`config.mk`:
```
export PLATFORM = sky130hd
export DESIGN_NAME = two_channel_timer_pwm
export DESIGN_NICKNAME = d
export VERILOG_FILES = /design/src/shared/timer_pkg.sv /design/src/shared/presc_if.sv /design/src/timer_prescaler.sv /design/src/two_channel_timer_pwm.sv
export SDC_FILE = /design/constraint.sdc
export NUM_CORES = 1
export LEC_CHECK = 0
export ABC_AREA = 1
export BUFFER_PORTS_ARGS = -buffer_cell sky130_fd_sc_hd__buf_2
export CAP_MARGIN = 15
export CORE_MARGIN = 2
export CORE_UTILIZATION = 35
export CTS_CLUSTER_DIAMETER = 40
export DETAILED_ROUTE_END_ITERATION = 8
export PLACE_DENSITY = 0.54
export SYNTH_ARGS = -nofsm -noshare
export SYNTH_HDL_FRONTEND = slang
export SYNTH_HIERARCHICAL = 1
export SYNTH_SLANG_ARGS = --single-unit
```
`constraint.sdc`:
```
create_clock -name aclk -period 8.1 [get_ports aclk]
set_clock_uncertainty 0.2 [all_clocks]
set_input_delay 2.43 -clock aclk [delete_from_list [all_inputs] [get_ports aclk]]
set_output_delay 2.43 -clock aclk [all_outputs]
set_load 0.005 [all_outputs]
```
`src/shared/timer_pkg.sv`:
```
// Constants shared by the two-channel timer PWM block
package timer_pkg;

   // ****************************************
   // Register byte offsets
   // ****************************************
   localparam logic [7:0] OFF_STATUS = 8'h00;
   localparam logic [7:0] OFF_COUNT = 8'h04;
   localparam logic [7:0] OFF_MODULO = 8'h08;
   localparam logic [7:0] OFF_CH0_CTRL = 8'h0C;
   localparam logic [7:0] OFF_CH0_VAL = 8'h10;
   localparam logic [7:0] OFF_CH1_CTRL = 8'h14;
   localparam logic [7:0] OFF_CH1_VAL = 8'h18;
   localparam logic [7:0] OFF_BREAK = 8'h1C;

   // ****************************************
   // Field positions
   // ****************************************
   localparam int OVF_BIT = 7;
   localparam int OVF_IE_BIT = 6;
   localparam int STOP_BIT = 5;
   localparam int RST_BIT = 4;
   localparam int PS_MSB = 2;
   localparam int FLAG_BIT = 7;
   localparam int IE_BIT = 6;
   localparam int BUF_BIT = 5;
   localparam int MSA_BIT = 4;
   localparam int ACT_HI_BIT = 3;
   localparam int ACT_LO_BIT = 2;
   localparam int TOV_BIT = 1;
   localparam int MAX_BIT = 0;
   localparam int BCE_BIT = 0;

   // ****************************************
   // Reset values and codes
   // ****************************************
   localparam logic [15:0] MODULO_RST = 16'hFFFF;
   localparam logic STOP_RST = 1'b1;
   localparam logic [2:0] PS_EXT = 3'h7;
   localparam logic [1:0] RESP_OKAY = 2'h0;
   localparam logic [1:0] RESP_SLVERR = 2'h2;
   localparam logic [15:0] COUNT_ONE = 16'h0001;

endpackage

```
`src/shared/presc_if.sv`:
```
// Link between the timer core and its prescaler
`timescale 1ns/1ps
interface presc_if;
   logic [2:0] sel;
   logic clear;
   logic run;
   logic ext_level;
   logic tick;

   modport ctrl (output sel, output clear, output run, output ext_level, input tick);
   modport div (input sel, input clear, input run, input ext_level, output tick);
endinterface

```
`src/timer_prescaler.sv`:
```
// Counter clock prescaler with external clock edge option
`timescale 1ns/1ps
module timer_prescaler #(
   parameter int DIV_W = 6
) (
   input wire logic aclk,
   input wire logic aresetn,
   presc_if.div pif
);

   typedef struct packed {
      logic [DIV_W-1:0] div;
      logic ext_prev;
   } presc_state_s;

   presc_state_s q;
   presc_state_s d;

   // Low bits that must all be ones for a divided tick
   function automatic logic [DIV_W-1:0] div_mask(input logic [2:0] sel);
      logic [DIV_W:0] one;
      one = (DIV_W+1)'(1);
      div_mask = DIV_W'((one << sel) - one);
   endfunction

   // Tick generation and divider advance
   always_comb begin
      d = q;
      pif.tick = 1'b0;
      d.ext_prev = pif.ext_level;
      if (pif.run) begin
         if (pif.sel == timer_pkg::PS_EXT) begin
            pif.tick = pif.ext_level && !q.ext_prev;
         end else begin
            pif.tick = (q.div & div_mask(pif.sel)) == div_mask(pif.sel);
         end
         d.div = q.div + DIV_W'(1);
      end
      if (pif.clear) begin
         d.div = '0;
      end
   end

   // State register
   always_ff @(posedge aclk) begin
      if (!aresetn) begin
         q <= '0;
      end else begin
         q <= d;
      end
   end
endmodule // timer_prescaler

```
`src/two_channel_timer_pwm.sv`:
```
// Two-channel timer with PWM, compare, capture and an AXI4-Lite register slave
//
// Overview of operation
// - Compare only when counter equals pulse value
// - Channel compare event at pulse end
// - Overflow event at end of period
// - Buffered bit links channels onto channel 0 pin
// - Last written pair becomes active at overflow
// - Linked: channel 1 control unused, pin released
// - Writing active pair takes effect immediately
// - Buffered bit outranks mode select A
// - No overflow toggle gives zero duty
// - Max duty plus overflow toggle gives full duty
// - Overflow flag on wrap, gated request
// - Channel flag on capture or compare, gated request
// - Wait mode counts, blocks access, request wakes
// - Stop mode freezes prescaler, counter, compares and captures (bus and counter reset write still act), resumes afterwards
// - Break freezes counter and blocks captures
// - Break clear enable lets flags clear
// - Break without enable protects flags, two-step survives
// - Prescaler code seven counts external pin rising edges
// - External clock selected forces pin input
// - Codes zero to six divide bus clock
// - Overflow flag clears by armed read then zero
//
// The address map and the AXI4-Lite interface to the registers are this design's own decisions.
`timescale 1ns/1ps
module two_channel_timer_pwm (
   input wire logic aclk,
   input wire logic aresetn,
   input wire logic [7:0] awaddr,
   input wire logic awvalid,
   output logic awready,
   input wire logic [31:0] wdata,
   input wire logic [3:0] wstrb,
   input wire logic wvalid,
   output logic wready,
   output logic [1:0] bresp,
   output logic bvalid,
   input wire logic bready,
   input wire logic [7:0] araddr,
   input wire logic arvalid,
   output logic arready,
   output logic [31:0] rdata,
   output logic [1:0] rresp,
   output logic rvalid,
   input wire logic rready,
   input wire logic wait_mode,
   input wire logic stop_mode,
   input wire logic break_active,
   input wire logic ext_timer_clock_pin,
   input wire logic chan0_pin_in,
   output logic chan0_pin_out,
   output logic chan0_pin_oe,
   input wire logic chan1_pin_in,
   output logic chan1_pin_out,
   output logic chan1_pin_oe,
   output logic ext_clock_as_input,
   output logic irq_request
);

   // ****************************************
   // State
   // ****************************************
   typedef struct packed {
      logic flag;
      logic armed;
      logic irq_en;
      logic buf_mode;
      logic mode_a;
      logic act_hi;
      logic act_lo;
      logic tov;
      logic max_duty;
      logic [15:0] value;
      logic pin;
   } chan_s;

   typedef struct packed {
      logic [15:0] cnt;
      logic [15:0] modulo;
      logic [2:0] ps;
      logic stop;
      logic ovf_flag;
      logic ovf_armed;
      logic ovf_ie;
      logic bce;
      logic active_sel;
      logic pending_sel;
      chan_s [1:0] ch;
      logic [1:0] prev_in;
      logic aw_full;
      logic [7:0] awaddr;
      logic w_full;
      logic [31:0] wdata;
      logic [3:0] wstrb;
      logic bvalid;
      logic [1:0] bresp;
      logic rvalid;
      logic [31:0] rdata;
      logic [1:0] rresp;
      logic awready;
      logic wready;
      logic arready;
      logic irq;
      logic [1:0] pin_out;
      logic [1:0] pin_oe;
      logic ext_in;
   } state_s;

   state_s q;
   state_s d;

   presc_if pif ();

   logic wr_do;
   logic rd_do;
   logic trst_wr;
   logic flag_lock;
   logic linked;
   logic ovf_ev;
   logic [15:0] cnt_next;
   logic [15:0] act_val0;
   logic [1:0] pin_in;
   logic [1:0] chan_on;
   logic [1:0][15:0] val;
   logic [1:0] out_mode;
   logic [1:0] cmp_ev;
   logic [1:0] cap_ev;

   // ****************************************
   // Helper functions
   // ****************************************

   // Byte-lane merge of a 16-bit register
   function automatic logic [15:0] merge16(input logic [15:0] old, input logic [31:0] data,
                                           input logic [3:0] strb);
      merge16 = old;
      if (strb[0]) begin
         merge16[7:0] = data[7:0];
      end
      if (strb[1]) begin
         merge16[15:8] = data[15:8];
      end
   endfunction

   // Channel control write with armed flag clear
   function automatic chan_s ctrl_write(input chan_s c, input logic [7:0] v, input logic lock);
      chan_s r;
      r = c;
      r.irq_en = v[timer_pkg::IE_BIT];
      r.buf_mode = v[timer_pkg::BUF_BIT];
      r.mode_a = v[timer_pkg::MSA_BIT];
      r.act_hi = v[timer_pkg::ACT_HI_BIT];
      r.act_lo = v[timer_pkg::ACT_LO_BIT];
      r.tov = v[timer_pkg::TOV_BIT];
      r.max_duty = v[timer_pkg::MAX_BIT];
      if (!v[timer_pkg::FLAG_BIT] && c.armed && !lock) begin
         r.flag = 1'b0;
         r.armed = 1'b0;
      end
      return r;
   endfunction

   // Channel control read image
   function automatic logic [31:0] ctrl_read(input chan_s c);
      logic [31:0] r;
      r = 32'h0000_0000;
      r[timer_pkg::FLAG_BIT] = c.flag;
      r[timer_pkg::IE_BIT] = c.irq_en;
      r[timer_pkg::BUF_BIT] = c.buf_mode;
      r[timer_pkg::MSA_BIT] = c.mode_a;
      r[timer_pkg::ACT_HI_BIT] = c.act_hi;
      r[timer_pkg::ACT_LO_BIT] = c.act_lo;
      r[timer_pkg::TOV_BIT] = c.tov;
      r[timer_pkg::MAX_BIT] = c.max_duty;
      return r;
   endfunction

   // ****************************************
   // Prescaler and counter events
   // ****************************************

   // Prescaler hookup, frozen by stop bit, stop mode or break
   assign pif.sel = q.ps;
   assign pif.clear = trst_wr;
   assign pif.run = !q.stop && !stop_mode && !break_active;
   assign pif.ext_level = ext_timer_clock_pin;

   timer_prescaler #(
      .DIV_W(6)
   ) u_presc (
      .aclk(aclk),
      .aresetn(aresetn),
      .pif(pif)
   );

   // Bus side strobes
   assign wr_do = q.aw_full && q.w_full && !q.bvalid;
   assign rd_do = arvalid && q.arready;
   assign trst_wr = wr_do && !wait_mode && q.awaddr == timer_pkg::OFF_STATUS && q.wstrb[0]
                    && q.wdata[timer_pkg::RST_BIT];
   assign flag_lock = break_active && !q.bce;

   // Counter wrap and overflow event
   assign cnt_next = (q.cnt == q.modulo) ? 16'h0000 : q.cnt + timer_pkg::COUNT_ONE;
   assign ovf_ev = pif.tick && !trst_wr && q.cnt == q.modulo;

   // Linked pair picks the active value register
   assign linked = q.ch[0].buf_mode;
   assign act_val0 = (linked && q.active_sel) ? q.ch[1].value : q.ch[0].value;
   assign chan_on = {!linked, 1'b1};
   assign val[0] = act_val0;
   assign val[1] = q.ch[1].value;
   assign pin_in = {chan1_pin_in, chan0_pin_in};

   // Per-channel compare and capture detection
   for (genvar i = 0; i < 2; i++) begin : g_chan
      assign out_mode[i] = chan_on[i] && (q.ch[i].mode_a || q.ch[i].buf_mode);
      assign cmp_ev[i] = pif.tick && !trst_wr && out_mode[i] && cnt_next == val[i];
      assign cap_ev[i] = chan_on[i] && !out_mode[i] && pif.run
                         && ((pin_in[i] && !q.prev_in[i] && q.ch[i].act_lo)
                         || (!pin_in[i] && q.prev_in[i] && q.ch[i].act_hi));
   end

   // ****************************************
   // Next state
   // ****************************************
   always_comb begin
      d = q;
      d.prev_in = pin_in;

      // Address and data channels taken independently
      if (awvalid && q.awready) begin
         d.aw_full = 1'b1;
         d.awaddr = awaddr;
      end
      if (wvalid && q.wready) begin
         d.w_full = 1'b1;
         d.wdata = wvalid ? wdata : q.wdata;
         d.wstrb = wstrb;
      end
      if (q.bvalid && bready) begin
         d.bvalid = 1'b0;
      end

      // Register writes, refused in wait mode
      if (wr_do) begin
         d.aw_full = 1'b0;
         d.w_full = 1'b0;
         d.bvalid = 1'b1;
         d.bresp = timer_pkg::RESP_OKAY;
         if (wait_mode) begin
            d.bresp = timer_pkg::RESP_SLVERR;
         end else begin
            case (q.awaddr)
               timer_pkg::OFF_STATUS: begin
                  if (q.wstrb[0]) begin
                     d.ovf_ie = q.wdata[timer_pkg::OVF_IE_BIT];
                     d.stop = q.wdata[timer_pkg::STOP_BIT];
                     d.ps = q.wdata[timer_pkg::PS_MSB:0];
                     if (!q.wdata[timer_pkg::OVF_BIT] && q.ovf_armed && !flag_lock) begin
                        d.ovf_flag = 1'b0;
                        d.ovf_armed = 1'b0;
                     end
                  end
               end
               timer_pkg::OFF_COUNT: begin
               end
               timer_pkg::OFF_MODULO: d.modulo = merge16(q.modulo, q.wdata, q.wstrb);
               timer_pkg::OFF_CH0_CTRL: begin
                  if (q.wstrb[0]) begin
                     d.ch[0] = ctrl_write(q.ch[0], q.wdata[7:0], flag_lock);
                  end
               end
               timer_pkg::OFF_CH0_VAL: begin
                  d.ch[0].value = merge16(q.ch[0].value, q.wdata, q.wstrb);
                  d.pending_sel = 1'b0;
               end
               timer_pkg::OFF_CH1_CTRL: begin
                  if (q.wstrb[0] && !linked) begin
                     d.ch[1] = ctrl_write(q.ch[1], q.wdata[7:0], flag_lock);
                     d.ch[1].buf_mode = 1'b0;
                  end
               end
               timer_pkg::OFF_CH1_VAL: begin
                  d.ch[1].value = merge16(q.ch[1].value, q.wdata, q.wstrb);
                  d.pending_sel = 1'b1;
               end
               timer_pkg::OFF_BREAK: begin
                  if (q.wstrb[0]) begin
                     d.bce = q.wdata[timer_pkg::BCE_BIT];
                  end
               end
               default: d.bresp = timer_pkg::RESP_SLVERR;
            endcase
         end
      end

      // Register reads, first step of flag clear
      if (q.rvalid && rready) begin
         d.rvalid = 1'b0;
      end
      if (rd_do) begin
         d.rvalid = 1'b1;
         d.rresp = timer_pkg::RESP_OKAY;
         d.rdata = 32'h0000_0000;
         if (wait_mode) begin
            d.rresp = timer_pkg::RESP_SLVERR;
         end else begin
            case (araddr)
               timer_pkg::OFF_STATUS: begin
                  d.rdata[timer_pkg::OVF_BIT] = q.ovf_flag;
                  d.rdata[timer_pkg::OVF_IE_BIT] = q.ovf_ie;
                  d.rdata[timer_pkg::STOP_BIT] = q.stop;
                  d.rdata[timer_pkg::PS_MSB:0] = q.ps;
                  if (q.ovf_flag && !flag_lock) begin
                     d.ovf_armed = 1'b1;
                  end
               end
               timer_pkg::OFF_COUNT: d.rdata[15:0] = q.cnt;
               timer_pkg::OFF_MODULO: d.rdata[15:0] = q.modulo;
               timer_pkg::OFF_CH0_CTRL: begin
                  d.rdata = ctrl_read(q.ch[0]);
                  if (q.ch[0].flag && !flag_lock) begin
                     d.ch[0].armed = 1'b1;
                  end
               end
               timer_pkg::OFF_CH0_VAL: d.rdata[15:0] = q.ch[0].value;
               timer_pkg::OFF_CH1_CTRL: begin
                  d.rdata = ctrl_read(q.ch[1]);
                  if (q.ch[1].flag && !flag_lock && !linked) begin
                     d.ch[1].armed = 1'b1;
                  end
               end
               timer_pkg::OFF_CH1_VAL: d.rdata[15:0] = q.ch[1].value;
               timer_pkg::OFF_BREAK: d.rdata[timer_pkg::BCE_BIT] = q.bce;
               default: d.rresp = timer_pkg::RESP_SLVERR;
            endcase
         end
      end

      // Counter advance, counter reset has priority
      if (trst_wr) begin
         d.cnt = 16'h0000;
      end else if (pif.tick) begin
         d.cnt = cnt_next;
      end

      // Overflow flag, set wins over a pending clear
      if (ovf_ev) begin
         d.ovf_flag = 1'b1;
         d.ovf_armed = 1'b0;
      end

      // Buffered pair swap at period start
      if (!linked) begin
         d.active_sel = 1'b0;
         d.pending_sel = 1'b0;
      end else if (ovf_ev) begin
         d.active_sel = q.pending_sel;
      end

      // Channel flags, captures and pin levels
      for (int i = 0; i < 2; i++) begin
         if (cmp_ev[i] || cap_ev[i]) begin
            d.ch[i].flag = 1'b1;
            d.ch[i].armed = 1'b0;
         end
         if (cap_ev[i]) begin
            d.ch[i].value = q.cnt;
         end
         if (q.ch[i].max_duty && q.ch[i].tov) begin
            d.ch[i].pin = !q.ch[i].act_lo;
         end else begin
            if (ovf_ev && q.ch[i].tov) begin
               d.ch[i].pin = !q.ch[i].pin;
            end
            if (cmp_ev[i]) begin
               case ({q.ch[i].act_hi, q.ch[i].act_lo})
                  2'b01: d.ch[i].pin = !d.ch[i].pin;
                  2'b10: d.ch[i].pin = 1'b0;
                  2'b11: d.ch[i].pin = 1'b1;
                  default: d.ch[i].pin = d.ch[i].pin;
               endcase
            end
         end
      end

      // Registered outputs
      d.awready = !d.aw_full;
      d.wready = !d.w_full;
      d.arready = !d.rvalid;
      d.irq = (d.ovf_flag && d.ovf_ie) || (d.ch[0].flag && d.ch[0].irq_en)
              || (d.ch[1].flag && d.ch[1].irq_en && !d.ch[0].buf_mode);
      d.pin_out = {d.ch[1].pin, d.ch[0].pin};
      d.pin_oe[0] = (d.ch[0].mode_a || d.ch[0].buf_mode) && (d.ch[0].act_hi || d.ch[0].act_lo);
      d.pin_oe[1] = d.ch[1].mode_a && !d.ch[0].buf_mode
                    && (d.ch[1].act_hi || d.ch[1].act_lo);
      d.ext_in = d.ps == timer_pkg::PS_EXT;
   end

   // State register with synchronous reset
   always_ff @(posedge aclk) begin
      if (!aresetn) begin
         q <= '0;
         q.modulo <= timer_pkg::MODULO_RST;
         q.stop <= timer_pkg::STOP_RST;
         q.awready <= 1'b1;
         q.wready <= 1'b1;
         q.arready <= 1'b1;
      end else begin
         q <= d;
      end
   end

   // ****************************************
   // Outputs
   // ****************************************
   assign awready = q.awready;
   assign wready = q.wready;
   assign bresp = q.bresp;
   assign bvalid = q.bvalid;
   assign arready = q.arready;
   assign rdata = q.rdata;
   assign rresp = q.rresp;
   assign rvalid = q.rvalid;
   assign chan0_pin_out = q.pin_out[0];
   assign chan0_pin_oe = q.pin_oe[0];
   assign chan1_pin_out = q.pin_out[1];
   assign chan1_pin_oe = q.pin_oe[1];
   assign ext_clock_as_input = q.ext_in;
   assign irq_request = q.irq;
endmodule // two_channel_timer_pwm

```
==> results.md <==
* Status: completed
* Post-synthesis sequential area ratio at 35.8%
* Share of cells above drive strength 1 at 12.4%
* Initial antenna violation count at 1
* Worst-skew pair later-pin latency at 440 ps
* Non-filler cells, final at 1685
* FFs w/ async S/R, synth at 0%
* Fill count at 2636
* DP Wirelength at 21000 um
* Worst min-delay path endpoint: rdata[14]
* Maxcap violations at 0
* HP Class: flop to flop
* Area delta synth->final at 10.7%
* Maximum vdd drop at 0.000141 V
* CTS max path bufs at 2
* Main synth FF type: dfxtp_1
* Root Buffer: clkbuf_16
* Worst reg2reg path startpoint: linked
* CTS tree: yes
* Height of the die at 162 um
* H-tree depth at 4
* Post-Synthesis Cells at 1322
* Final Cycle Share at 61.6%
* DP Area at 9170 sq um
* DRT iter0 DRCs at 777
* TNS Setup at 0 ps
* I/O pins at 112
* PnR worst setup slack at 3110 ps
* Most common cell in the netlist: nand2_1
* FF-to-FF setup slack at 4710 ps
* Starting density of the core at 35.9%
* Vias at 8719
* FF-to-FF End: q[123]
* Syn_area_per_cell at 6.65 sq um
* Clock sinks at 157
* Post-CTS resize count at 0
* Design Power at 1690 uW
* Worst-Margin Slew at 1040 ps
* FF/Latch Area at 3140 sq um
* Total gr overflow at 0
* Nets at 1416
* WP data required at 8280 ps
* Core area at 24500 sq um
* Max FO, Critical Path at 34
* Ys Warns at 6
* Largest area contributor in the netlist: dfxtp_1
* Fmax at 200 MHz
* Total Die Area at 26400 sq um
* RSZ-0062 raised after global routing: false
* Synth Cell Area at 8790 sq um
* R2R cell count at 8
* Final hold vios at 0
* Synth cell types at 49
* CP arrival at 5170 ps
* Worst hold path depth at 2
* Cell Rows at 57
* Multi-input logic area at 4550 sq um
* CP startpoint kind: primary input
* Die X at 162 um
* CP endpoint kind: flop
* Top post-synthesis cells by count: nand2_1 (315), inv_1 (160), dfxtp_1 (157)
* CTS Buf Count at 17
* Final Routed Wirelength at 28800 um
* Inserted Diodes at 0
* GRT Total Usage at 22.1%
* Pre-antenna DRT Iters at 7
* Hold Buf Count CTS at 0
* Cell area after layout at 9730 sq um
* Pin count of the biggest net entering global routing at 47
* Number of synthesized flops with an enable pin at 0
* GP Congestion at 0.945
* Setup Crit Path Kind: primary input to flop
* Final antenna-violating net count at 0
* Routed wire per std cell at 17.1 um
* Pwr Density at 173 nW/um^2
* Dpl cells at 1654
* Final count of pins violating max slew at 0
* Residual DRC count at 0
* Fin crit period at 4990 ps
* Pre-CTS setup slack at 2590 ps
* PortBufs at 75
* Synth area leaders: dfxtp_1 (36%), nand2_1 (13%), inv_1 (6.8%)
* Area share of the largest cell type after synthesis at 35.8%
* Worst relative slew slack at 30.2%
* Endpoints failing setup at 0
* Min-delay src: rdata[14]
* P_leak at 0.00435 uW
* Post-CTS Setup Bufs at 0
* First-pass GRT wire length at 44700 um
* Average vias per placed instance at 5.17
* Clk slew on worst S/H paths at 70 ps
* Number of global-route vias before repair at 7830
* Synth Register Bits at 157
through the flow:
stage / hold WS (ps) / util, %
4_1_cts: 263 / 39.8
3_5_place_dp: 252 / 37.5
3_3_place_gp: 252 / 37.5
2_1_floorplan: 241 / -
6_report: 261 / 39.8
5_1_grt: 291 / 39.8
flip-flops by register name (all words and copies together), names as in the netlist, 3 cells and up:
register and count:
rdata 16, q 118, pif.sel 3, u_presc/q 7
placed cells by master (no fill, tap or decap), types with 9 or more instances in the layout:
cell	netlist	layout
o21ai_0	118	118
a311oi_1	16	16
nor2_1	119	118
dfxtp_1	157	157
inv_2	10	10
xor2_1	12	12
o22ai_1	12	12
o211ai_1	10	10
nor3_1	16	16
a21oi_1	74	73
o2111ai_1	9	9
buf_2	3	75
a31oi_1	19	19
nand3_1	78	78
nor2_2	16	16
nand2_1	315	315
inv_1	160	160
clkbuf_16	0	17
conb_1	1	18
a211oi_1	18	18
worst max path at each step:
stage / start / endpoint / slack [ps] / depth (start not counted)
4_1_cts: stop_mode / irq_request / 3040 / 13
3_3_place_gp: stop_mode / irq_request / 2670 / 13
6_report: stop_mode / irq_request / 3110 / 13
2_1_floorplan: stop_mode / chan0_pin_out / 3490 / 15
5_1_grt: stop_mode / irq_request / 2920 / 13
3_5_place_dp: stop_mode / irq_request / 2590 / 13
critical path, cell delays in order:
cell     delay, ps
buf_2           90
nor3_1         170
buf_4          200
nand2_1        100
a21oi_4        680
nand2_1        260
nor3_1         300
nand4_1        210
nor2_4         220
nand3_2        170
nand3_1        150
nand3_1         90
nand3_1        100
power by group:
part	internal, uW	switching, uW
Combinational	27.7	63.9
Clock	413	377
Sequential	788	17.8
Total	1230	459
kinds of logic after synthesis:
kind of cell    share of synthesized area (%)
compound gates                           20.0
fa+ha+maj                               0.285
xor+xnor                                 1.20
buf+inv                                  13.4
other cells                            0.0427
mux                                     0.128
flops                                    35.8
simple gates                             29.2
routing by layer:
layer,vias to the layer above,share of wire [%],track usage [%],wire (um)
met4,2,1.6,5.95,458
met5,-,0.045,0,13
met2,314,44,34.9,12700
met1,4005,47,31.6,13700
li1,4357,-,-,-
met3,41,6.7,2.88,1940
area by class of cell:
class,count,share of cell area [%]
timing repair buffer,81,4.32
clock inverter,13,1.30
inverter,172,6.63
clock buffer,18,4.51
tap,324,4.17
multi-input combinational,920,46.8
sequential,157,32.3
(Power assumes the default switching activity.)
